===== src/fmioc_pkg.sv =====
// Constants, types and decode helpers for the fixed memory and I/O controller
// Behaviour
// - Every memory is 64 bits; no realignment
// - SRAM chip enable and address strobe together
// - SRAM strobes one clock after transfer start
// - Writes: byte enables by size; reads: output enable
// - Burst: step low three clocks; else high
// - No initial SRAM wait, no throttling
// - Each transfer completes before the next starts
// - Deselect cycle after every SRAM access
// - Flash single-beat only, never burst
// - One shared flash output enable on reads
// - Flash writes qualified per byte lane
// - Flash select always; enables only on writes
// - Flash acknowledge delayed fixed clock count
// - I/O handled like flash, slow single-beat
// - I/O takes writes of any size
// - I/O writes reuse the shared byte enables
// - Separate access time per I/O select
// - Only fast pipelined-burst SRAM supported
// - SRAM two low address bits from processor
// - Unsupported transfers end with error acknowledge
// - Claim only four transfer type codes
// - Two top address bits pick region
// - Acknowledge once per data beat
package fmioc_pkg;

  //////////////////////////////////////////////////////////////////////////
  // Timing
  localparam int CLK_PERIOD_NS = 20;
  localparam int FLASH_TIME_NS = 200;
  localparam int FLASH_WAIT_CLKS =
    (FLASH_TIME_NS + CLK_PERIOD_NS - 1) / CLK_PERIOD_NS;
  localparam int IO0_TIME_NS = 200;
  localparam int IO1_TIME_NS = 100;
  localparam int IO0_WAIT_CLKS =
    (IO0_TIME_NS + CLK_PERIOD_NS - 1) / CLK_PERIOD_NS;
  localparam int IO1_WAIT_CLKS =
    (IO1_TIME_NS + CLK_PERIOD_NS - 1) / CLK_PERIOD_NS;
  localparam logic [2:0] BURST_STEPS = 3'h3;
  localparam logic [7:0] CNT_ONE = 8'h01;
  localparam logic [7:0] CNT_ZERO = 8'h00;

  //////////////////////////////////////////////////////////////////////////
  // Transfer type codes, first bit of the bus as msb
  localparam logic [4:0] XFER_WR_FLUSH = 5'h02;
  localparam logic [4:0] XFER_WR_KILL = 5'h06;
  localparam logic [4:0] XFER_READ = 5'h0a;
  localparam logic [4:0] XFER_READ_RWIM = 5'h0e;

  // Regions from the two top address bits
  localparam logic [1:0] REG_SRAM = 2'h0;
  localparam logic [1:0] REG_NONE = 2'h1;
  localparam logic [1:0] REG_IO = 2'h2;
  localparam logic [1:0] REG_FLASH = 2'h3;
  localparam int ADDR_REG_HI = 31;
  localparam int ADDR_REG_LO = 30;
  localparam int ADDR_IOSEL = 2;
  localparam int ADDR_WORD_HI = 4;
  localparam int ADDR_WORD_LO = 3;

  localparam logic [2:0] SIZE_DWORD = 3'h0;
  localparam logic [7:0] LANES_ALL = 8'hff;
  localparam logic [7:0] LANES_NONE = 8'h00;

  //////////////////////////////////////////////////////////////////////////
  // Types
  typedef enum logic [4:0] {
    ST_IDLE = 5'h01,
    ST_SRAM = 5'h02,
    ST_DESEL = 5'h04,
    ST_SLOW = 5'h08,
    ST_ERR = 5'h10
  } fmioc_state_t;

  typedef struct packed {
    logic error;
    logic [1:0] region;
    logic write;
    logic burst;
    logic io_sel;
    logic [7:0] lanes;
    logic [1:0] word;
  } fmioc_req_t;

  typedef struct packed {
    logic sram_address_strobe_n;
    logic sram_chip_enable_n;
    logic sram_output_enable_n;
    logic burst_step_n;
    logic [7:0] byte_write_enable_n;
    logic [1:0] sram_addr_lsb;
    logic flash_chip_select_n;
    logic flash_output_enable_n;
    logic [1:0] io_chip_select_n;
    logic io_output_enable_n;
    logic transfer_acknowledge_n;
    logic address_acknowledge_n;
    logic transfer_error_ack_n;
  } fmioc_pins_t;

  localparam fmioc_pins_t PINS_IDLE = '{
    sram_address_strobe_n: 1'b1, sram_chip_enable_n: 1'b1,
    sram_output_enable_n: 1'b1, burst_step_n: 1'b1,
    byte_write_enable_n: 8'hff, sram_addr_lsb: 2'h0,
    flash_chip_select_n: 1'b1, flash_output_enable_n: 1'b1,
    io_chip_select_n: 2'h3, io_output_enable_n: 1'b1,
    transfer_acknowledge_n: 1'b1, address_acknowledge_n: 1'b1,
    transfer_error_ack_n: 1'b1};

  //////////////////////////////////////////////////////////////////////////
  // Byte lanes from size and low address; lane 0 is the top data byte
  function automatic logic [7:0] lane_mask(input logic [2:0] size,
                                           input logic [2:0] offs);
    logic [15:0] run;
    run = 16'h0000;
    if (size == SIZE_DWORD) begin
      run = {8'h00, LANES_ALL};
    end else begin
      run = (16'h0001 << size) - 16'h0001;
    end
    run = run << offs;
    lane_mask = run[7:0];
  endfunction : lane_mask

  function automatic logic type_claimed(input logic [4:0] code);
    type_claimed = (code == XFER_WR_FLUSH) || (code == XFER_WR_KILL) ||
                   (code == XFER_READ) || (code == XFER_READ_RWIM);
  endfunction : type_claimed

endpackage : fmioc_pkg


===== src/fmioc_reqbuf.sv =====
// Two-entry fall-through request buffer with valid and ready on both sides
`timescale 1ns/100ps
module fmioc_reqbuf #(
  parameter int WIDTH = 16,
  parameter int DEPTH = 2
) (
  // Clock and reset
  input wire logic clk_in,
  input wire logic rstn_in,
  input wire logic ce_in,
  // Fill side
  input wire logic in_valid_in,
  output logic in_ready_out,
  input wire logic [WIDTH-1:0] in_data_in,
  // Drain side
  output logic out_valid_out,
  input wire logic out_ready_in,
  output logic [WIDTH-1:0] out_data_out
);

  localparam int PW = (DEPTH > 1) ? $clog2(DEPTH) : 1;
  localparam logic [PW:0] DEPTH_CNT = (PW + 1)'(DEPTH);
  localparam logic [PW-1:0] PTR_LAST = PW'(DEPTH - 1);

  typedef struct packed {
    logic [DEPTH-1:0][WIDTH-1:0] mem;
    logic [PW-1:0] rd_ptr;
    logic [PW-1:0] wr_ptr;
    logic [PW:0] count;
  } fmioc_buf_t;

  fmioc_buf_t st_ff;
  fmioc_buf_t nxt_st;
  logic empty;
  logic push;
  logic pop;
  logic bypass;

  function automatic logic [PW-1:0] step(input logic [PW-1:0] p);
    step = (p == PTR_LAST) ? '0 : p + 1'b1;
  endfunction : step

  //////////////////////////////////////////////////////////////////////////
  // A word arriving while empty may pass straight through, no latency
  assign empty = (st_ff.count == '0);
  assign in_ready_out = (st_ff.count != DEPTH_CNT);
  assign out_valid_out = !empty || in_valid_in;
  assign out_data_out = empty ? in_data_in : st_ff.mem[st_ff.rd_ptr];
  assign bypass = empty && in_valid_in && out_ready_in;
  assign push = in_valid_in && in_ready_out && !bypass;
  assign pop = !empty && out_ready_in;

  always_comb begin
    nxt_st = st_ff;
    if (push) begin
      nxt_st.mem[st_ff.wr_ptr] = in_data_in;
      nxt_st.wr_ptr = step(st_ff.wr_ptr);
    end
    if (pop) begin
      nxt_st.rd_ptr = step(st_ff.rd_ptr);
    end
    if (push && !pop) begin
      nxt_st.count = st_ff.count + 1'b1;
    end else if (pop && !push) begin
      nxt_st.count = st_ff.count - 1'b1;
    end
  end

  always_ff @(posedge clk_in or negedge rstn_in) begin
    if (!rstn_in) begin
      st_ff <= '0;
    end else if (ce_in) begin
      st_ff <= nxt_st;
    end
  end

endmodule : fmioc_reqbuf


===== src/fmioc_top.sv =====
// Fixed memory and I/O controller: decode, request buffer and bus cycler
`timescale 1ns/100ps
module fmioc_top #(
  parameter logic [7:0] FLASH_WAIT =
    8'(fmioc_pkg::FLASH_WAIT_CLKS),
  parameter logic [7:0] IO0_WAIT = 8'(fmioc_pkg::IO0_WAIT_CLKS),
  parameter logic [7:0] IO1_WAIT = 8'(fmioc_pkg::IO1_WAIT_CLKS)
) (
  // Clock, reset, enable
  input wire logic clk_in,
  input wire logic rstn_in,
  input wire logic ce_in,
  // Processor address tenure
  input wire logic transfer_start_n_in,
  input wire logic [4:0] transfer_type_in,
  input wire logic [2:0] transfer_size_in,
  input wire logic burst_n_in,
  input wire logic [31:0] addr_in,
  // Processor acknowledges
  output logic transfer_acknowledge_n_out,
  output logic address_acknowledge_n_out,
  output logic transfer_error_ack_n_out,
  output logic req_ready_out,
  // SRAM controls
  output logic sram_address_strobe_n_out,
  output logic sram_chip_enable_n_out,
  output logic sram_output_enable_n_out,
  output logic burst_step_n_out,
  output logic [1:0] sram_addr_lsb_out,
  // Shared byte-write enables
  output logic [7:0] byte_write_enable_n_out,
  // Flash controls
  output logic flash_chip_select_n_out,
  output logic flash_output_enable_n_out,
  // I/O controls
  output logic [1:0] io_chip_select_n_out,
  output logic io_output_enable_n_out
);

  localparam int REQ_W = $bits(fmioc_pkg::fmioc_req_t);

  typedef struct packed {
    fmioc_pkg::fmioc_state_t state;
    logic data_phase;
    logic [7:0] cnt;
    fmioc_pkg::fmioc_pins_t pins;
  } fmioc_ctl_t;

  fmioc_ctl_t st_ff;
  fmioc_ctl_t nxt_st;
  fmioc_pkg::fmioc_req_t in_req;
  fmioc_pkg::fmioc_req_t rq;
  logic [REQ_W-1:0] rq_bits;
  logic rq_valid;
  logic rq_take;
  logic [1:0] region;
  logic claimed;

  //////////////////////////////////////////////////////////////////////////
  // Start decode
  assign region = addr_in[fmioc_pkg::ADDR_REG_HI:fmioc_pkg::ADDR_REG_LO];
  assign claimed = fmioc_pkg::type_claimed(transfer_type_in);

  always_comb begin
    in_req = '0;
    in_req.region = region;
    in_req.write = !transfer_type_in[3];
    in_req.burst = !burst_n_in;
    in_req.io_sel = addr_in[fmioc_pkg::ADDR_IOSEL];
    in_req.word = addr_in[fmioc_pkg::ADDR_WORD_HI:fmioc_pkg::ADDR_WORD_LO];
    // Bursts use whole 64-bit lanes, no narrow sub-cycles
    if (!burst_n_in) begin
      in_req.lanes = fmioc_pkg::LANES_ALL;
    end else begin
      in_req.lanes = fmioc_pkg::lane_mask(transfer_size_in,
                                          addr_in[2:0]);
    end
    // Slow regions cannot burst; unmapped space has no target
    in_req.error = !claimed || (region == fmioc_pkg::REG_NONE) ||
                   (!burst_n_in && region != fmioc_pkg::REG_SRAM);
  end

  //////////////////////////////////////////////////////////////////////////
  // Request buffer; cycler drains only when idle
  fmioc_reqbuf #(
    .WIDTH(REQ_W),
    .DEPTH(2)
  ) u_reqbuf (
    .clk_in(clk_in),
    .rstn_in(rstn_in),
    .ce_in(ce_in),
    .in_valid_in(!transfer_start_n_in),
    .in_ready_out(req_ready_out),
    .in_data_in(in_req),
    .out_valid_out(rq_valid),
    .out_ready_in(rq_take),
    .out_data_out(rq_bits)
  );

  assign rq = fmioc_pkg::fmioc_req_t'(rq_bits);
  // No overlap of tenures: next start waits for the idle state
  assign rq_take = (st_ff.state == fmioc_pkg::ST_IDLE);

  //////////////////////////////////////////////////////////////////////////
  // Cycler
  always_comb begin
    nxt_st = st_ff;
    case (st_ff.state)
      fmioc_pkg::ST_IDLE: begin
        nxt_st.pins = fmioc_pkg::PINS_IDLE;
        nxt_st.data_phase = 1'b0;
        nxt_st.cnt = fmioc_pkg::CNT_ZERO;
        if (rq_valid) begin
          if (rq.error) begin
            nxt_st.state = fmioc_pkg::ST_ERR;
            nxt_st.pins.transfer_error_ack_n = 1'b0;
            nxt_st.pins.address_acknowledge_n = 1'b0;
          end else if (rq.region == fmioc_pkg::REG_SRAM) begin
            nxt_st.state = fmioc_pkg::ST_SRAM;
            // Strobe and enable leave together, no wait state
            nxt_st.pins.sram_chip_enable_n = 1'b0;
            nxt_st.pins.sram_address_strobe_n = 1'b0;
            nxt_st.pins.sram_addr_lsb = rq.word;
            nxt_st.pins.sram_output_enable_n = rq.write;
            if (rq.write) begin
              nxt_st.pins.byte_write_enable_n = ~rq.lanes;
            end
            if (rq.burst) begin
              nxt_st.cnt = {5'h00, fmioc_pkg::BURST_STEPS};
            end
          end else begin
            nxt_st.state = fmioc_pkg::ST_SLOW;
            if (rq.write) begin
              nxt_st.pins.byte_write_enable_n = ~rq.lanes;
            end
            if (rq.region == fmioc_pkg::REG_FLASH) begin
              nxt_st.pins.flash_chip_select_n = 1'b0;
              nxt_st.pins.flash_output_enable_n = rq.write;
              nxt_st.cnt = FLASH_WAIT - fmioc_pkg::CNT_ONE;
            end else begin
              nxt_st.pins.io_chip_select_n[rq.io_sel] = 1'b0;
              nxt_st.pins.io_output_enable_n = rq.write;
              nxt_st.cnt = (rq.io_sel ? IO1_WAIT : IO0_WAIT) -
                           fmioc_pkg::CNT_ONE;
            end
            if (nxt_st.cnt == fmioc_pkg::CNT_ZERO) begin
              nxt_st.pins.transfer_acknowledge_n = 1'b0;
              nxt_st.pins.address_acknowledge_n = 1'b0;
            end
          end
        end
      end
      fmioc_pkg::ST_SRAM: begin
        nxt_st.pins.sram_address_strobe_n = 1'b1;
        if (!st_ff.data_phase) begin
          // First beat right after the strobe
          nxt_st.data_phase = 1'b1;
          nxt_st.pins.transfer_acknowledge_n = 1'b0;
          nxt_st.pins.burst_step_n =
            (st_ff.cnt == fmioc_pkg::CNT_ZERO);
          nxt_st.pins.address_acknowledge_n =
            (st_ff.cnt != fmioc_pkg::CNT_ZERO);
        end else if (st_ff.cnt == fmioc_pkg::CNT_ZERO) begin
          // Writes keep streaming unless the part is deselected
          nxt_st.state = fmioc_pkg::ST_DESEL;
          nxt_st.pins = fmioc_pkg::PINS_IDLE;
          nxt_st.pins.sram_address_strobe_n = 1'b0;
        end else begin
          nxt_st.cnt = st_ff.cnt - fmioc_pkg::CNT_ONE;
          nxt_st.pins.transfer_acknowledge_n = 1'b0;
          nxt_st.pins.burst_step_n =
            (nxt_st.cnt == fmioc_pkg::CNT_ZERO);
          nxt_st.pins.address_acknowledge_n =
            (nxt_st.cnt != fmioc_pkg::CNT_ZERO);
        end
      end
      fmioc_pkg::ST_DESEL: begin
        nxt_st.state = fmioc_pkg::ST_IDLE;
        nxt_st.pins = fmioc_pkg::PINS_IDLE;
      end
      fmioc_pkg::ST_SLOW: begin
        if (!st_ff.pins.transfer_acknowledge_n) begin
          nxt_st.state = fmioc_pkg::ST_IDLE;
          nxt_st.pins = fmioc_pkg::PINS_IDLE;
        end else begin
          // Fixed delay covers reads and program launch alike
          nxt_st.cnt = st_ff.cnt - fmioc_pkg::CNT_ONE;
          if (nxt_st.cnt == fmioc_pkg::CNT_ZERO) begin
            nxt_st.pins.transfer_acknowledge_n = 1'b0;
            nxt_st.pins.address_acknowledge_n = 1'b0;
          end
        end
      end
      fmioc_pkg::ST_ERR: begin
        nxt_st.state = fmioc_pkg::ST_IDLE;
        nxt_st.pins = fmioc_pkg::PINS_IDLE;
      end
      default: begin
        nxt_st.state = fmioc_pkg::ST_IDLE;
        nxt_st.pins = fmioc_pkg::PINS_IDLE;
      end
    endcase
  end

  always_ff @(posedge clk_in or negedge rstn_in) begin
    if (!rstn_in) begin
      st_ff.state <= fmioc_pkg::ST_IDLE;
      st_ff.data_phase <= 1'b0;
      st_ff.cnt <= fmioc_pkg::CNT_ZERO;
      st_ff.pins <= fmioc_pkg::PINS_IDLE;
    end else if (ce_in) begin
      st_ff <= nxt_st;
    end
  end

  //////////////////////////////////////////////////////////////////////////
  // Pins straight from flip-flops
  assign transfer_acknowledge_n_out = st_ff.pins.transfer_acknowledge_n;
  assign address_acknowledge_n_out = st_ff.pins.address_acknowledge_n;
  assign transfer_error_ack_n_out = st_ff.pins.transfer_error_ack_n;
  assign sram_address_strobe_n_out = st_ff.pins.sram_address_strobe_n;
  assign sram_chip_enable_n_out = st_ff.pins.sram_chip_enable_n;
  assign sram_output_enable_n_out = st_ff.pins.sram_output_enable_n;
  assign burst_step_n_out = st_ff.pins.burst_step_n;
  assign sram_addr_lsb_out = st_ff.pins.sram_addr_lsb;
  assign byte_write_enable_n_out = st_ff.pins.byte_write_enable_n;
  assign flash_chip_select_n_out = st_ff.pins.flash_chip_select_n;
  assign flash_output_enable_n_out = st_ff.pins.flash_output_enable_n;
  assign io_chip_select_n_out = st_ff.pins.io_chip_select_n;
  assign io_output_enable_n_out = st_ff.pins.io_output_enable_n;

endmodule : fmioc_top


===== config.mk =====
export PLATFORM = sky130hd
export DESIGN_NAME = fmioc_top
export DESIGN_NICKNAME = d
export VERILOG_FILES = /design/src/fmioc_pkg.sv /design/src/fmioc_reqbuf.sv /design/src/fmioc_top.sv
export SDC_FILE = /design/constraint.sdc
export NUM_CORES = 1
export LEC_CHECK = 0
export BUFFER_PORTS_ARGS = -buffer_cell sky130_fd_sc_hd__buf_2
export CELL_PAD_IN_SITES_DETAIL_PLACEMENT = 1
export CELL_PAD_IN_SITES_GLOBAL_PLACEMENT = 1
export CORE_MARGIN = 2
export CORE_UTILIZATION = 45
export CTS_BUF_LIST = sky130_fd_sc_hd__clkbuf_8
export DETAILED_ROUTE_END_ITERATION = 8
export GPL_ROUTABILITY_DRIVEN = 0
export PLACE_DENSITY_LB_ADDON = 0.1
export SYNTH_ARGS = -nofsm -noshare
export SYNTH_HDL_FRONTEND = slang
export SYNTH_SLANG_ARGS = --single-unit

===== constraint.sdc =====
create_clock -name clk_in -period 2.99 [get_ports clk_in]
set_input_delay 0.299 -clock clk_in [delete_from_list [all_inputs] [get_ports clk_in]]
set_output_delay 0.299 -clock clk_in [all_outputs]
set_load 0.02 [all_outputs]

# == After elaboration in Yosys (flattened, before gate mapping) ==
# Index checks and enable logic that the tools add are counted.
# Widths: inputs -> output; s select.
# word_totals
regBits,72
latch_bits,0
ramBits,0
mem_bits_ro,0
input_bits,45
out_inout_bits,23
mem_count,0
# op_classes
addsub,7
mul,0
div_mod_pow,0
order_cmp,5
n_eq_ne,17
n_shift,2
n_mux,62
bitwise_logic,2
n_reduce_logical,45
# op_table
operator,count
$mux 16,7
$mux 8,10
$pmux 22 s3,1
$mux 11,3
$bwmux 32,1
$mux 15,2
$mux 5,5
$logic_not 8->1,3
$pmux 8 s3,1
$mux 2,10
$mux 19,1
$mux 18,1
$demux 16 s1,1
$reduce_bool 8->1,2
$shl 1x3->16 const A,1
$shl 16x3->8,1
$sub 16x1->16 const B,1
$eq 5x4->1 const B,3
$pmux 5 s3,1
$ne 2x2->1 const B,7
$reduce_and 2->1,6
$eq 5x2->1 const B,2
$logic_and 1x1->1,10
$mux 1,10
27 further kinds,50

# == Longest topological paths before layout ==
# Gate-level depths: netlist (run 1).
# logic_depth
depth_word,21
ltp_mapped,9

# == Cells and area by module ==
# From an unflattened synthesis (run 1), not the netlist that was laid out.
# hier_totals
hier_cells,419
area_unflattened_um2,4087.7
# modules_own_cells
mod,instances,cells_each,area_per_inst_um2,seq_area_each_um2
fmioc_top,1,276,2321.0,927.1
fmioc_reqbuf,1,143,1766.7,900.9

# == Least setup slack after synthesis (run 1) ==
# OpenSTA, ideal clock, no wires.
# synth_timing
path_type,register to register
startpoint,register st_ff[22] (netlist name)
endpoint,register st_ff (netlist bit address_acknowledge_n_out)
setup_ns,0.082
arrival_ns,2.057
required_ns,2.908
slack_ns,0.850
stages_incl_launch_ff,8
period_less_slack_ns,2.140
cell_sequence,dfrtp_1 inv_1 ha_1 or3b_4 nor4_1 nor3_1 o21ai_0 mux2_2
# synth_between
elab_chain_len,5
elab_cells_between_ends,10
cone_classes,1 x add/sub; 1 x eq/ne; 3 x mux; 5 x reduce/logical
# synth_rtl
element,line,rtl
from (decl),fmioc_top.sv:49,fmioc_ctl_t st_ff;
from (signal assigned),fmioc_top.sv:212,st_ff <= nxt_st;
$sub 8x1->8,"fmioc_top.sv:169, fmioc_top.sv:187",
$reduce_bool 8->1,fmioc_top.sv:174,(nxt_st.cnt != fmioc_pkg::CNT_ZERO);
$mux 2,fmioc_top.sv:163,end else if (st_ff.cnt == fmioc_pkg::CNT_ZERO) begin
$mux 2,fmioc_top.sv:155,if (!st_ff.data_phase) begin
$pmux 22 s3,fmioc_top.sv:108,case (st_ff.state)
# Parallel ways exist; a longest one is shown, timed or not.
# A chain may end at the register's enable or synchronous reset.

# == Worst setup path in the final report (run 1) ==
# layout_timing
startpoint,register u_reqbuf.st_ff[0] (netlist name)
endpoint,register st_ff (netlist bit byte_write_enable_n_out[5])
# layout_between
elab_chain_len,7
elab_cells_between_ends,9
cone_classes,5 x mux; 1 x bitwise; 3 x reduce/logical
# layout_rtl
element,line,rtl
from (decl),fmioc_reqbuf.sv:32,fmioc_buf_t st_ff;
from (signal assigned),fmioc_reqbuf.sv:73,st_ff <= nxt_st;
$logic_not 2->1 (*),fmioc_reqbuf.sv:45,assign empty = (st_ff.count == '0);
$mux 16,fmioc_reqbuf.sv:48,assign out_data_out = empty ? in_data_in : st_ff.mem[st_ff.rd_ptr];
$not 8->8,"fmioc_top.sv:126, fmioc_top.sv:134",
$mux 8,"fmioc_top.sv:125, fmioc_top.sv:133",
$mux 16,fmioc_top.sv:114,if (rq.error) begin
$mux 18 (*),fmioc_top.sv:113,if (rq_valid) begin
$pmux 22 s3 (*),fmioc_top.sv:108,
# Every way passes the cells marked *; elsewhere a longest branch is shown, timed or not.

==> results of run 1 <==
-- layout make-up --
cell class | instances | area [um^2]
tap | 111 | 139
multi-input combinational | 319 | 2080
sequential | 72 | 1830
fill | 1049 | 4570
clock buffer | 10 | 138
timing repair buffer | 50 | 273
inverter | 8 | 30.0
clock inverter | 6 | 58.8
-- layer usage --
layer / routed length (um) / vias up / track usage, %
li1: - / 1612 / -
met1: 5010 / 1646 / 30.4
met2: 4910 / 39 / 36.3
met3: 202 / 12 / 2.30
met4: 141 / 0 / 6.85
met5: 0 / - / 0
-- state kept, by name (all words and copies together) (netlist names) --
| name | flops |
|---|---|
| u_reqbuf.st_ff | 36 |
| st_ff | 14 |
| byte_write_enable_n_out | 8 |
| io_chip_select_n_out | 2 |
| sram_addr_lsb_out | 2 |
| address_acknowledge_n_out | 1 |
| burst_step_n_out | 1 |
| flash_chip_select_n_out | 1 |
| flash_output_enable_n_out | 1 |
| io_output_enable_n_out | 1 |
| sram_address_strobe_n_out | 1 |
| sram_chip_enable_n_out | 1 |
| sram_output_enable_n_out | 1 |
| transfer_acknowledge_n_out | 1 |
| transfer_error_ack_n_out | 1 |
-- Yosys cell counts (4+ instances only) --
library cell	number
a211oi_1	10
nor3_1	9
and2_1	6
nor2_1	32
buf_4	14
a21oi_1	23
dfstp_2	21
o31ai_1	6
mux2i_1	8
xor2_1	4
nand2_1	49
mux2_2	12
inv_1	8
o21ai_0	38
a21o_1	4
nand2b_1	7
a31oi_1	13
dfrtp_1	51
nand3_1	5
nor2b_1	12
o21a_1	7
clkbuf_1	16
buf_2	9
-- worst max-delay path: stages (launching register included) --
cell and delay (ns):
dfrtp_1 0.55, or2_1 0.49, a2111o_1 0.48, a21oi_4 0.26, and2_1 0.40, a41oi_2 0.17
-- power by group through the flow --
stage	Clock [mW]	Sequential (mW)	Combinational, mW
final	0.775	1.75	2.28
after global routing	0.832	1.81	2.56
after floorplan	0	1.68	1.80
after global placement	0	1.74	2.21
after detailed placement	0	1.77	2.28
after CTS	0.801	1.75	2.30
-- per-stage QoR --
stage          worst slack, ns  cell area [um^2]  utilization, %
4_1_cts                  0.540              4540            49.9
3_5_place_dp             0.564              4350            47.7
3_3_place_gp             0.598              4350            47.7
2_1_floorplan            0.850              4180               -
6_report                 0.537              4540            49.9
5_1_grt                  0.320              4540            49.9
-- cells by family (layout without fill, tap and decap cells) --
logic type / after synthesis / after routing / synth area share, %
simple gates: 150 / 150 / 18.4
flops: 72 / 72 / 43.8
xor+xnor: 7 / 7 / 1.47
buf+inv: 51 / 74 / 6.65
mux: 20 / 20 / 5.15
compound gates: 138 / 138 / 23.4
fa+ha+maj: 4 / 4 / 1.14
-- cell usage in the layout (no fill, tap or decap), drive strengths merged, types with 6 or more instances in the layout --
cell type / count
nor2: 32
a21oi: 26
mux2i: 8
nand2b: 7
dfstp: 21
inv: 8
mux2: 12
o21a: 7
clkbuf: 10
nor3: 10
buf: 50
dfrtp: 51
and2: 6
a31oi: 13
nor2b: 12
nand2: 49
a211oi: 10
o31ai: 6
o21ai: 40
-- worst min-delay path by stage --
stage,from,end,cells past startpoint
3_5_place_dp,rstn_in,st_ff[33],1
3_3_place_gp,rstn_in,st_ff[33],1
2_1_floorplan,rstn_in,sram_addr_lsb_out[0],0
5_1_grt,rstn_in,st_ff[33],1
4_1_cts,rstn_in,st_ff[33],1
6_report,rstn_in,st_ff[33],1
==> impl_summary.txt, run 1 <==
----------------------------------------------------
[Run status]
  Status ... finished, violations left
  Failing checks ... hold timing

[Timing]
  Final count of hold timing violations ... 3
  Slew at the pin with the worst max-slew slack ... slightly above 0.7 ns
  Worst-case headroom to the max-slew limit ... 52.5%
  Fin crit period ... 2.45 ns
  Fin crit share ... between 80% and 90%
  Unrepaired setup endpoints after global routing ... no
  Worst Skew ... 0.0134 ns
  Count of endpoints failing setup in the final report ... 0
  Final-report max-slew violation count ... 0
  Summed negative setup slack over all endpoints ... 0 ns
  Worst hold slack after final layout ... -0.0112 ns
  Achievable Freq ... between 0.4 and 0.5 GHz

[Synthesis]
  Mapped Area ... 4180 um^2
  Average instance area after synthesis ... between 9 and 10 um^2
  Synth Register Bits ... 72
  Sequential share of the synthesized area ... 43.8%
  Synth top area share ... between 30% and 40%
  Warnings, synthesis ... 0
  Main area contributors after synthesis ... dfrtp_1 31%, dfstp_2 13%, o21ai_0 4.6%, nand2_1 4.4%, mux2_2 3.2%
  Syn Nets ... 490
  Primary FF master, synth ... dfrtp_1
  Number of instances in the synthesized netlist ... 442
  Post-synthesis cell type with the largest combined area ... dfrtp_1
  Count of unique library cells instantiated by Yosys ... 70
  Fraction of registers with async set or reset after synthesis ... 100%
  Number of enable flip-flop cells after synthesis ... 0

[Setup path]
  Worst setup path end ... byte_write_enable_n_out[5]
  Worst setup path class ... reg2reg
  Number of cell instances on the worst register-to-register path ... 5
  Reg-to-Reg Start ... u_reqbuf.st_ff[0]
  Worst setup EP type ... flip-flop
  CP Data Arrival Time ... 2.70 ns
  Worst Setup SP ... u_reqbuf.st_ff[0]
  Setup crit start kind ... flip-flop
  R2r setup slk ... roughly 0.54 ns
  Endpoint of the most critical register-to-register path ... byte_write_enable_n_out[5]
  Data required, critical path ... between 3 and 4 ns
  Largest fanout on the critical path ... 14

[CTS]
  Number of sinks driven by the clock tree ... 72
  CTS Buffer Depth ... 2
  Post-CTS setup buffers ... 0
  Deepest level of the CTS H-tree ... 3
  Worst skew pair latency ... 0.35 ns
  TritonCTS buffer count ... 9
  CTS hold repair buffers ... 0
  Clock tree root buffer cell ... clkbuf_8
  Resized cells post-CTS ... 0
  Clock input transition at the sequential cells of the worst setup and hold paths ... around 0.08 ns
  CTS tree ... yes

[Power]
  Register share of total power ... 36.4%
  Clk pwr share ... between 15 and 20%
  Power dissipated by switching net loads ... 2.08 mW
  Peak supply drop ... 0.429 mV
  Combinational share of power ... 47.5%
  Total internal power ... 2.72 mW
  Pwr dens ... approximately 1100 nW/um^2
  Switching Fraction ... 43.3%
  Tot Pwr ... 4.81 mW
  Leakage power figure ... 1.92 nW

[Route]
  Routed wire length per instance ... 17.8 um
  Number of nets with antenna violations after detailed routing ... 0
  First-pass detailed-route iteration total ... 4
  Total number of vias ... 3309
  Count of unresolved DRC violations after routing ... 0
  Via density per instance ... roughly 5.7
  Total Wirelength ... 10.3 mm
  Iteration-0 DRC count of the detailed router ... 58

[Global routing]
  Global-route wire length before repair ... 17.3 mm
  Maximum number of pins on one net before global-route repair ... 32
  Antenna violations before repair ... 0
  Tot GR Track Use ... a little over a fifth
  Overall overflow remaining after global route ... 0
  Vias in the first global route ... 3367

[Placed design]
  Detail Placement HPWL ... about 7.5 mm
  Placed Instances ... 560
  Count of input and output buffers ... 41

[Floorplanning]
  Number of placement rows ... 35
  Top-level port count ... 68
  Starting Density ... 45.9%
  Total Die Area ... 10100 um^2
  Die X ... roughly 100 um
  Vertical die dimension ... around 100 um
  Core Area ... 9110 um^2

[Run]
  Max_cap viols ... 0

[Finish]
  Net count, final ... 508
  Synth-to-Final Area Change ... 8.72%
  Number of diodes ... 0
  Number of standard cells in the final layout excluding fillers ... 576
  Layout cell share with drive strength beyond 1 ... roughly 26%

[Hold path]
  Path type of the worst min-delay path ... in2async

----------------------------------------------------
(Power assumes the default switching activity.)
==> run 2: changes to the inputs <==
- ABC_AREA: default -> 1
- CORE_UTILIZATION: 45 -> 38
- clock period: 2.99 -> 2.01 ns (I/O delays scaled with it)
==> run 2 against run 1 <==
Net effect:
- the run now ends clean
- critical endpoint is now u_reqbuf.st_ff[1]
- die area is 18% higher
- synthesized cell count is 29% higher
- maximum frequency is 30% higher
- utilization is 4.8 points lower
- global-route usage is 0.24 points lower
- worst hold slack better by 0.068 ns
- critical path depth is 4 higher
- flip-flop and latch count stayed put
- worst setup slack worse by 0.42 ns
- synthesized area is 0.42% higher
- non-clock buffer count is 25 higher
- count of clock-buffer cells in the layout is 1 lower
==> impl_summary.txt, run 2 <==
----------------------------------------------------
[CTS]
  CTS Buffer Depth ... 2
  Worst skew pair latency ... about 0.37 ns
  CTS tree ... yes
  Deepest level of the CTS H-tree ... 3
  TritonCTS buffer count ... 9
  Number of sinks driven by the clock tree ... slightly above 70
  Clock tree root buffer cell ... clkbuf_8
  Clock input transition at the sequential cells of the worst setup and hold paths ... 0.09 ns

[Setup path]
  Reg-to-Reg Start ... st_ff[32]
  Data required, critical path ... 2.26 ns
  Largest fanout on the critical path ... 3
  Setup crit start kind ... flip-flop
  Endpoint of the most critical register-to-register path ... u_reqbuf.st_ff[1]
  CP Data Arrival Time ... 2.14 ns
  Worst setup path class ... reg2reg
  Worst setup EP type ... flip-flop
  R2r setup slk ... 0.12 ns
  Number of cell instances on the worst register-to-register path ... 9

[Synthesis]
  Average instance area after synthesis ... between 7 and 8 um^2
  Main area contributors after synthesis ... dfrtp_1 30%, nand2_1 15%, dfstp_2 13%, nor2_1 6.1%, nand3_1 5.2%
  Synth Register Bits ... 72
  Post-synthesis cell type with the largest combined area ... dfrtp_1
  Fraction of registers with async set or reset after synthesis ... 100%
  Multiplexer share of the synthesized area ... 0%
  Synth top area share ... 30.4%
  Count of unique library cells instantiated by Yosys ... 35
  Number of enable flip-flop cells after synthesis ... 0
  XOR/XNOR Fraction of Synth Area ... 0.835%
  Adder and majority gate portion of the synthesized area ... 0.895%
  Syn Nets ... between 600 and 700
  Area share of and/or/nand/nor cells after synthesis ... between 30% and 40%
  Sequential share of the synthesized area ... a little over two fifths
  Number of instances in the synthesized netlist ... between 500 and 600
  Library cell with the highest instance count after synthesis ... nand2_1
  Primary FF master, synth ... dfrtp_1
  Warnings, synthesis ... 0
  Mapped Area ... 4200 um^2
  Largest family of logic cells by synthesized area ... simple AND/OR/NAND/NOR gates
  Most frequent cells after synthesis ... 165 x nand2_1, 68 x nor2_1, 55 x inv_1
  Complex-gate fraction of the synthesized area ... 12.0%

[Global routing]
  Global-route wire length before repair ... 19.8 mm
  Most utilized layer in the global route result ... met2
  Vias in the first global route ... 4081
  Antenna violations before repair ... 0
  Maximum number of pins on one net before global-route repair ... 32
  Met1 usage ... 26.5%
  Routing usage on met2 ... a little under two fifths
  Overall overflow remaining after global route ... 0
  Global routing met3 resource utilization ... 4.18%
  Tot GR Track Use ... 21.7%

[Route]
  Via density per instance ... 5.06
  Routed wire length per instance ... 15.1 um
  Number of nets with antenna violations after detailed routing ... 0
  First-pass detailed-route iteration total ... 4
  Total number of vias ... 3890
  Count of unresolved DRC violations after routing ... 0
  Iteration-0 DRC count of the detailed router ... 155
  Total Wirelength ... 11.6 mm

[Power]
  Register share of total power ... 32.3%
  Pwr dens ... 1600 nW/um^2
  Tot Pwr ... 7.76 mW
  Total internal power ... 4.12 mW
  Leakage power figure ... 2.35 nW
  Peak supply drop ... 0.581 mV
  Combinational share of power ... a little over half
  Power dissipated by switching net loads ... 3.64 mW
  Switching Fraction ... 46.9%
  Clk pwr share ... 13.5%

[Finish]
  Number of diodes ... 0
  Synth-to-Final Area Change ... 15.8%
  Layout cell share with drive strength beyond 1 ... 22.9%
  Leading cell type in the layout, fill and taps excluded ... nand2_1
  Commonest non-fill, non-tap cells in the layout ... 165 x nand2_1, 67 x nor2_1, 54 x inv_1, 50 x dfrtp_1, 44 x nand3_1
  Net count, final ... 672
  Number of standard cells in the final layout excluding fillers ... slightly below 800
  Max reg flops ... 36
  Design area ... 4860 um^2
  Reg with most FFs ... u_reqbuf.st_ff

[Placed design]
  Detail Placement HPWL ... 8.81 mm
  Count of input and output buffers ... 41
  Placed Instances ... about 750
  Placed instance area ... 4640 um^2

[Timing]
  Worst Skew ... 0.0132 ns
  Fin crit period ... 1.89 ns
  Unrepaired setup endpoints after global routing ... no
  Final-report max-slew violation count ... 0
  Summed negative setup slack over all endpoints ... 0 ns
  Final count of hold timing violations ... 0
  Worst-case headroom to the max-slew limit ... 74.8%
  Fin crit share ... a little over nine tenths
  Slew at the pin with the worst max-slew slack ... about 0.37 ns
  Achievable Freq ... 0.529 GHz
  Count of endpoints failing setup in the final report ... 0

[Hold path]
  Path type of the worst min-delay path ... in2reg
  Hold Path Depth ... 2
  Worst Hold Endpoint ... u_reqbuf.st_ff[32]
  Startpoint of the tightest hold check path ... transfer_type_in[3]

[Floorplanning]
  Die X ... roughly 110 um
  Total Die Area ... 11900 um^2
  Top-level port count ... slightly below 70
  Vertical die dimension ... 109 um
  Number of placement rows ... 38
  Core Area ... 10800 um^2
  Starting Density ... 38.9%

[Run status]
  Status ... complete, no violations

[Run]
  Max_cap viols ... 0

----------------------------------------------------
-- run 2: cell types whose count changed in the layout (fill, tap and decap cells not counted), moves of 10 or more --
cell,change
buf_4,+21
nor2_1,+35
nand2_1,+116
mux2_2,-12
nor2b_1,-12
inv_1,+46
a211oi_1,-10
nand3_1,+39
o21ai_1,+16
-- run 2: worst max-delay path by stage --
| stage | from | end | slack, ns | cells past startpoint |
|---|---|---|---|---|
| after floorplan | st_ff[34] | u_reqbuf.st_ff[1] | 0.03 | 9 |
| after global placement | st_ff[35] | u_reqbuf.st_ff[1] | 0.08 | 9 |
| after detailed placement | st_ff[34] | u_reqbuf.st_ff[1] | 0.02 | 9 |
| after CTS | st_ff[35] | u_reqbuf.st_ff[1] | 0.03 | 9 |
| after global routing | st_ff[31] | io_chip_select_n_out[0] | 0.003 | 8 |
| final | st_ff[32] | u_reqbuf.st_ff[1] | 0.12 | 9 |
-- run 2: per-stage QoR --
stage | setup WS [ns] | hold WS [ns] | util, %
after detailed placement | 0.0220 | 0.144 | 43.0
final | 0.120 | 0.0570 | 45.0
after global routing | 0.00277 | 0.0478 | 45.0
after CTS | 0.0276 | 0.0419 | 44.8
after floorplan | 0.0292 | -0.0946 | -
after global placement | 0.0784 | 0.146 | 43.0
-- run 2: power by group through the flow --
stage	Combinational, mW	Clock [mW]	Sequential, mW
2_1_floorplan	2.83	0	2.53
3_3_place_gp	4.04	0	2.51
3_5_place_dp	4.16	0	2.53
4_1_cts	4.21	1.09	2.51
5_1_grt	4.79	1.16	2.58
6_report	4.20	1.05	2.51
-- run 2: what timing repair did --
action | 4_1_cts | 5_1_grt
setup buffers | 0 | 1
hold endpoints to repair | 19 | 0
pin swaps | 0 | 4
setup endpoints to repair | 1 | 4
hold buffers | 1 | 0
resized for setup | 1 | 9
-- run 2: critical path, cell delays in order, from the launching register on --
cell and delay (ns):
dfrtp_1 0.42, nor2_4 0.17, nand3_4 0.12, nor2_4 0.14, nor3b_4 0.05, ha_1 0.28
or2_4 0.26, a21oi_2 0.09, o21ai_1 0.08, xor2_1 0.15
-- run 2: final cells by class --
cell class              instances  area (um^2)
fillers                      1366         5930
multi-input cells             406         1950
flip-flops and latches         72         1830
repair buffers                 75          507
inverters                      60          226
well taps                     140          175
clock buffers                   9          124
clock inverters                 7         50.0
-- run 2: kinds of logic after synthesis --
logic type               after synthesis
XOR/XNOR                               4
AND/OR/NAND/NOR                      307
flip-flops                            72
buffers and inverters                 91
AO/OA/AOI/OAI                         92
adder cells (fa/ha/maj)                3
-- run 2: layer usage --
metal	part of all wire, %	wire length [um]	vias up
li1	-	-	1918
met1	45	5280	1893
met2	50	5780	60
met3	2.6	304	19
met4	2.2	261	0
met5	0	0	-
==> run 3: changes to the inputs <==
- ABC_AREA: 1 -> default
- CAP_MARGIN: default -> 20
- CORE_UTILIZATION: 38 -> 41
- REMOVE_ABC_BUFFERS: default -> 1
==> run 3 against run 2 <==
Net effect:
- the flow now finishes with violations (setup timing)
- die area down 7.4%
- final cell count decreased by 16%
- clock skew down 0.0049 ns
- combinational power rose by 7.9%
- sequential power hardly changed
- first-iteration DRC count decreased by 26%
- worst setup slack lost 0.28 ns
- critical path type unchanged
- highest routed layer unchanged
==> impl_summary.txt, run 3 (same netlist as run 1, synthesis figures left out) <==
----------------------------------------------------
[Timing]
  Fin crit share ... 108%
  Achievable Freq ... 0.461 GHz
  Worst Skew ... 0.00835 ns
  Worst-case headroom to the max-slew limit ... 67.2%
  Slew at the pin with the worst max-slew slack ... roughly 0.5 ns
  Count of endpoints failing setup in the final report ... 6
  Worst hold slack after final layout ... 0.0608 ns
  Unrepaired setup endpoints after global routing ... yes
  Fin crit period ... between 2 and 2.5 ns
  Smallest setup slack after layout ... -0.157 ns
  Final count of hold timing violations ... 0
  Summed negative setup slack over all endpoints ... -0.508 ns
  Final-report max-slew violation count ... 0

[Finish]
  Number of diodes ... 0
  Reg with most FFs ... u_reqbuf.st_ff
  Design area ... 5170 um^2
  Sequential cell area ... 1830 um^2
  Max reg flops ... 36
  Leading cell type in the layout, fill and taps excluded ... dfrtp_1
  Net count, final ... 554
  Final Core Density ... 52.7%
  Commonest non-fill, non-tap cells in the layout ... 49 x dfrtp_1, 48 x nand2_1, 47 x buf_4, 40 x buf_2, 32 x o21ai_0
  Layout cell share with drive strength beyond 1 ... a little over a third
  Number of standard cells in the final layout excluding fillers ... between 600 and 700
  Synth-to-Final Area Change ... 23.7%
  Number of fillers in the final layout ... 1175
  Area of combinational cells with multiple inputs ... 2200 um^2

[Route]
  Iteration-0 DRC count of the detailed router ... 115
  Total number of vias ... 3541
  First-pass detailed-route iteration total ... 5
  Count of unresolved DRC violations after routing ... 0
  Number of nets with antenna violations after detailed routing ... 0
  Total Wirelength ... ~11 mm
  Routed wire length per instance ... about 18 um
  Via density per instance ... around 5.5

[Floorplanning]
  Core Area ... 9820 um^2
  Starting Density ... 42.5%
  Total Die Area ... 11000 um^2
  Number of placement rows ... 36
  Vertical die dimension ... 105 um
  Top-level port count ... 68
  Die X ... 105 um

[Placed design]
  Placed Instances ... 624
  Placed instance area ... 4750 um^2
  Count of input and output buffers ... 41
  Dpl ws ... -0.146 ns
  Detail Placement HPWL ... 8.13 mm

[Setup path]
  Critical path's largest stage delay ... ~0.4 ns
  Worst setup EP type ... flip-flop
  Crit-path slowest cell ... or3b_4
  Data required, critical path ... 2.30 ns
  Setup crit start kind ... flip-flop
  Worst setup path class ... reg2reg
  Critical path, cell by cell ... inv_1 > ha_2 > or3b_4 > o31a_1 > nor4b_4 > o311ai_1 > mux2_2
  Largest fanout on the critical path ... 3
  CP Data Arrival Time ... 2.46 ns

[Global routing]
  Met1 usage ... 31.1%
  Maximum number of pins on one net before global-route repair ... 40
  Global routing met3 resource utilization ... 2.81%
  Routing usage on met2 ... 34.2%
  Vias in the first global route ... 3746
  Overall overflow remaining after global route ... 0
  Most utilized layer in the global route result ... met2
  Global-route wire length before repair ... 19.3 mm
  Antenna violations before repair ... 0
  Tot GR Track Use ... between 20% and 30%

[Power]
  Peak supply drop ... 0.648 mV
  Combinational share of power ... 53.7%
  Clk pwr share ... 16.7%
  Pwr dens ... 1630 nW/um^2
  Switching Fraction ... 40.9%
  Register share of total power ... 29.6%
  Leakage power figure ... 2.22 nW
  Total internal power ... 4.99 mW
  Power dissipated by switching net loads ... roughly 3.4 mW
  Tot Pwr ... 8.44 mW

[Run status]
  Failing checks ... setup timing
  Status ... finished, violations left

[Hold path]
  Path type of the worst min-delay path ... in2reg

[CTS]
  Deepest level of the CTS H-tree ... 3
  CTS Buffer Depth ... 2
  TritonCTS buffer count ... 9
  Number of sinks driven by the clock tree ... between 70 and 80
  Clock tree root buffer cell ... clkbuf_8
  Worst skew pair latency ... roughly 0.35 ns
  Clock input transition at the sequential cells of the worst setup and hold paths ... 0.08 ns
  CTS tree ... yes

[Run]
  Max_cap viols ... 0

----------------------------------------------------
run 3: changes by cell type in the layout (fill, tap and decap cells not counted), sizes merged, moves of 8 or more:
cell	delta
nand2	-119
inv	-52
nor2	-46
nand3	-43
buf	+21
o21ai	-17
mux2	+12
nor2b	+12
a211oi	+10
mux2i	+8
run 3: timing repair:
| action | CTS | global route |
|---|---|---|
| resized for setup | 11 | 27 |
| pin swaps | 5 | 13 |
| endpoints found under the setup margin | 6 | 28 |
| endpoints found under the hold margin | 20 | 0 |
| buffers inserted | 0 | 3 |
| hold buffers | 1 | 0 |
run 3: layer usage:
metal  vias to the layer above  share of wire, %  wire length, um
met3                        17               2.8              327
met1                      1765                50             5730
met2                        56                45             5230
met5                         -                 0                0
met4                         0               1.8              208
li1                       1703                 -                -
run 3: worst paths after layout:
| check | start | end | slack (ns) | depth (start not counted) |
|---|---|---|---|---|
| min reg2reg | u_reqbuf.st_ff[10] | u_reqbuf.st_ff[10] | 0.48 | 2 |
| max | st_ff[22] | address_acknowledge_n_out | -0.16 | 7 |
| max in group asynchronous | rstn_in | transfer_error_ack_n_out | 1.02 | 3 |
| min in group asynchronous | rstn_in | u_reqbuf.st_ff[28] | 0.35 | 2 |
| min | transfer_type_in[3] | u_reqbuf.st_ff[16] | 0.06 | 2 |
| max reg2reg | st_ff[22] | address_acknowledge_n_out | -0.16 | 7 |
run 3: final cells by class:
class,instances,area share (%)
sequential,72,35.4
clock buffer,9,2.40
multi-input combinational,319,42.6
clock inverter,7,2.32
timing repair buffer,96,13.5
inverter,8,0.581
tap,133,3.22
run 3: critical path: cells and delay by family (launching register included):
family          cells  cell delay, ns
fa+ha+maj           1            0.18
compound gates      2            0.46
simple gates        2            0.71
buf+inv             1            0.07
mux                 1            0.29
flops               1            0.39
run 3: power groups by stage:
stage                     combinational, mW  sequential [mW]  clock, mW
after global placement                 4.12             2.44          0
after global routing                   4.98             2.59       1.51
after detailed placement               4.23             2.48          0
after CTS                              4.33             2.47       1.44
after floorplan                        2.26             2.69          0
final                                  4.53             2.50       1.41
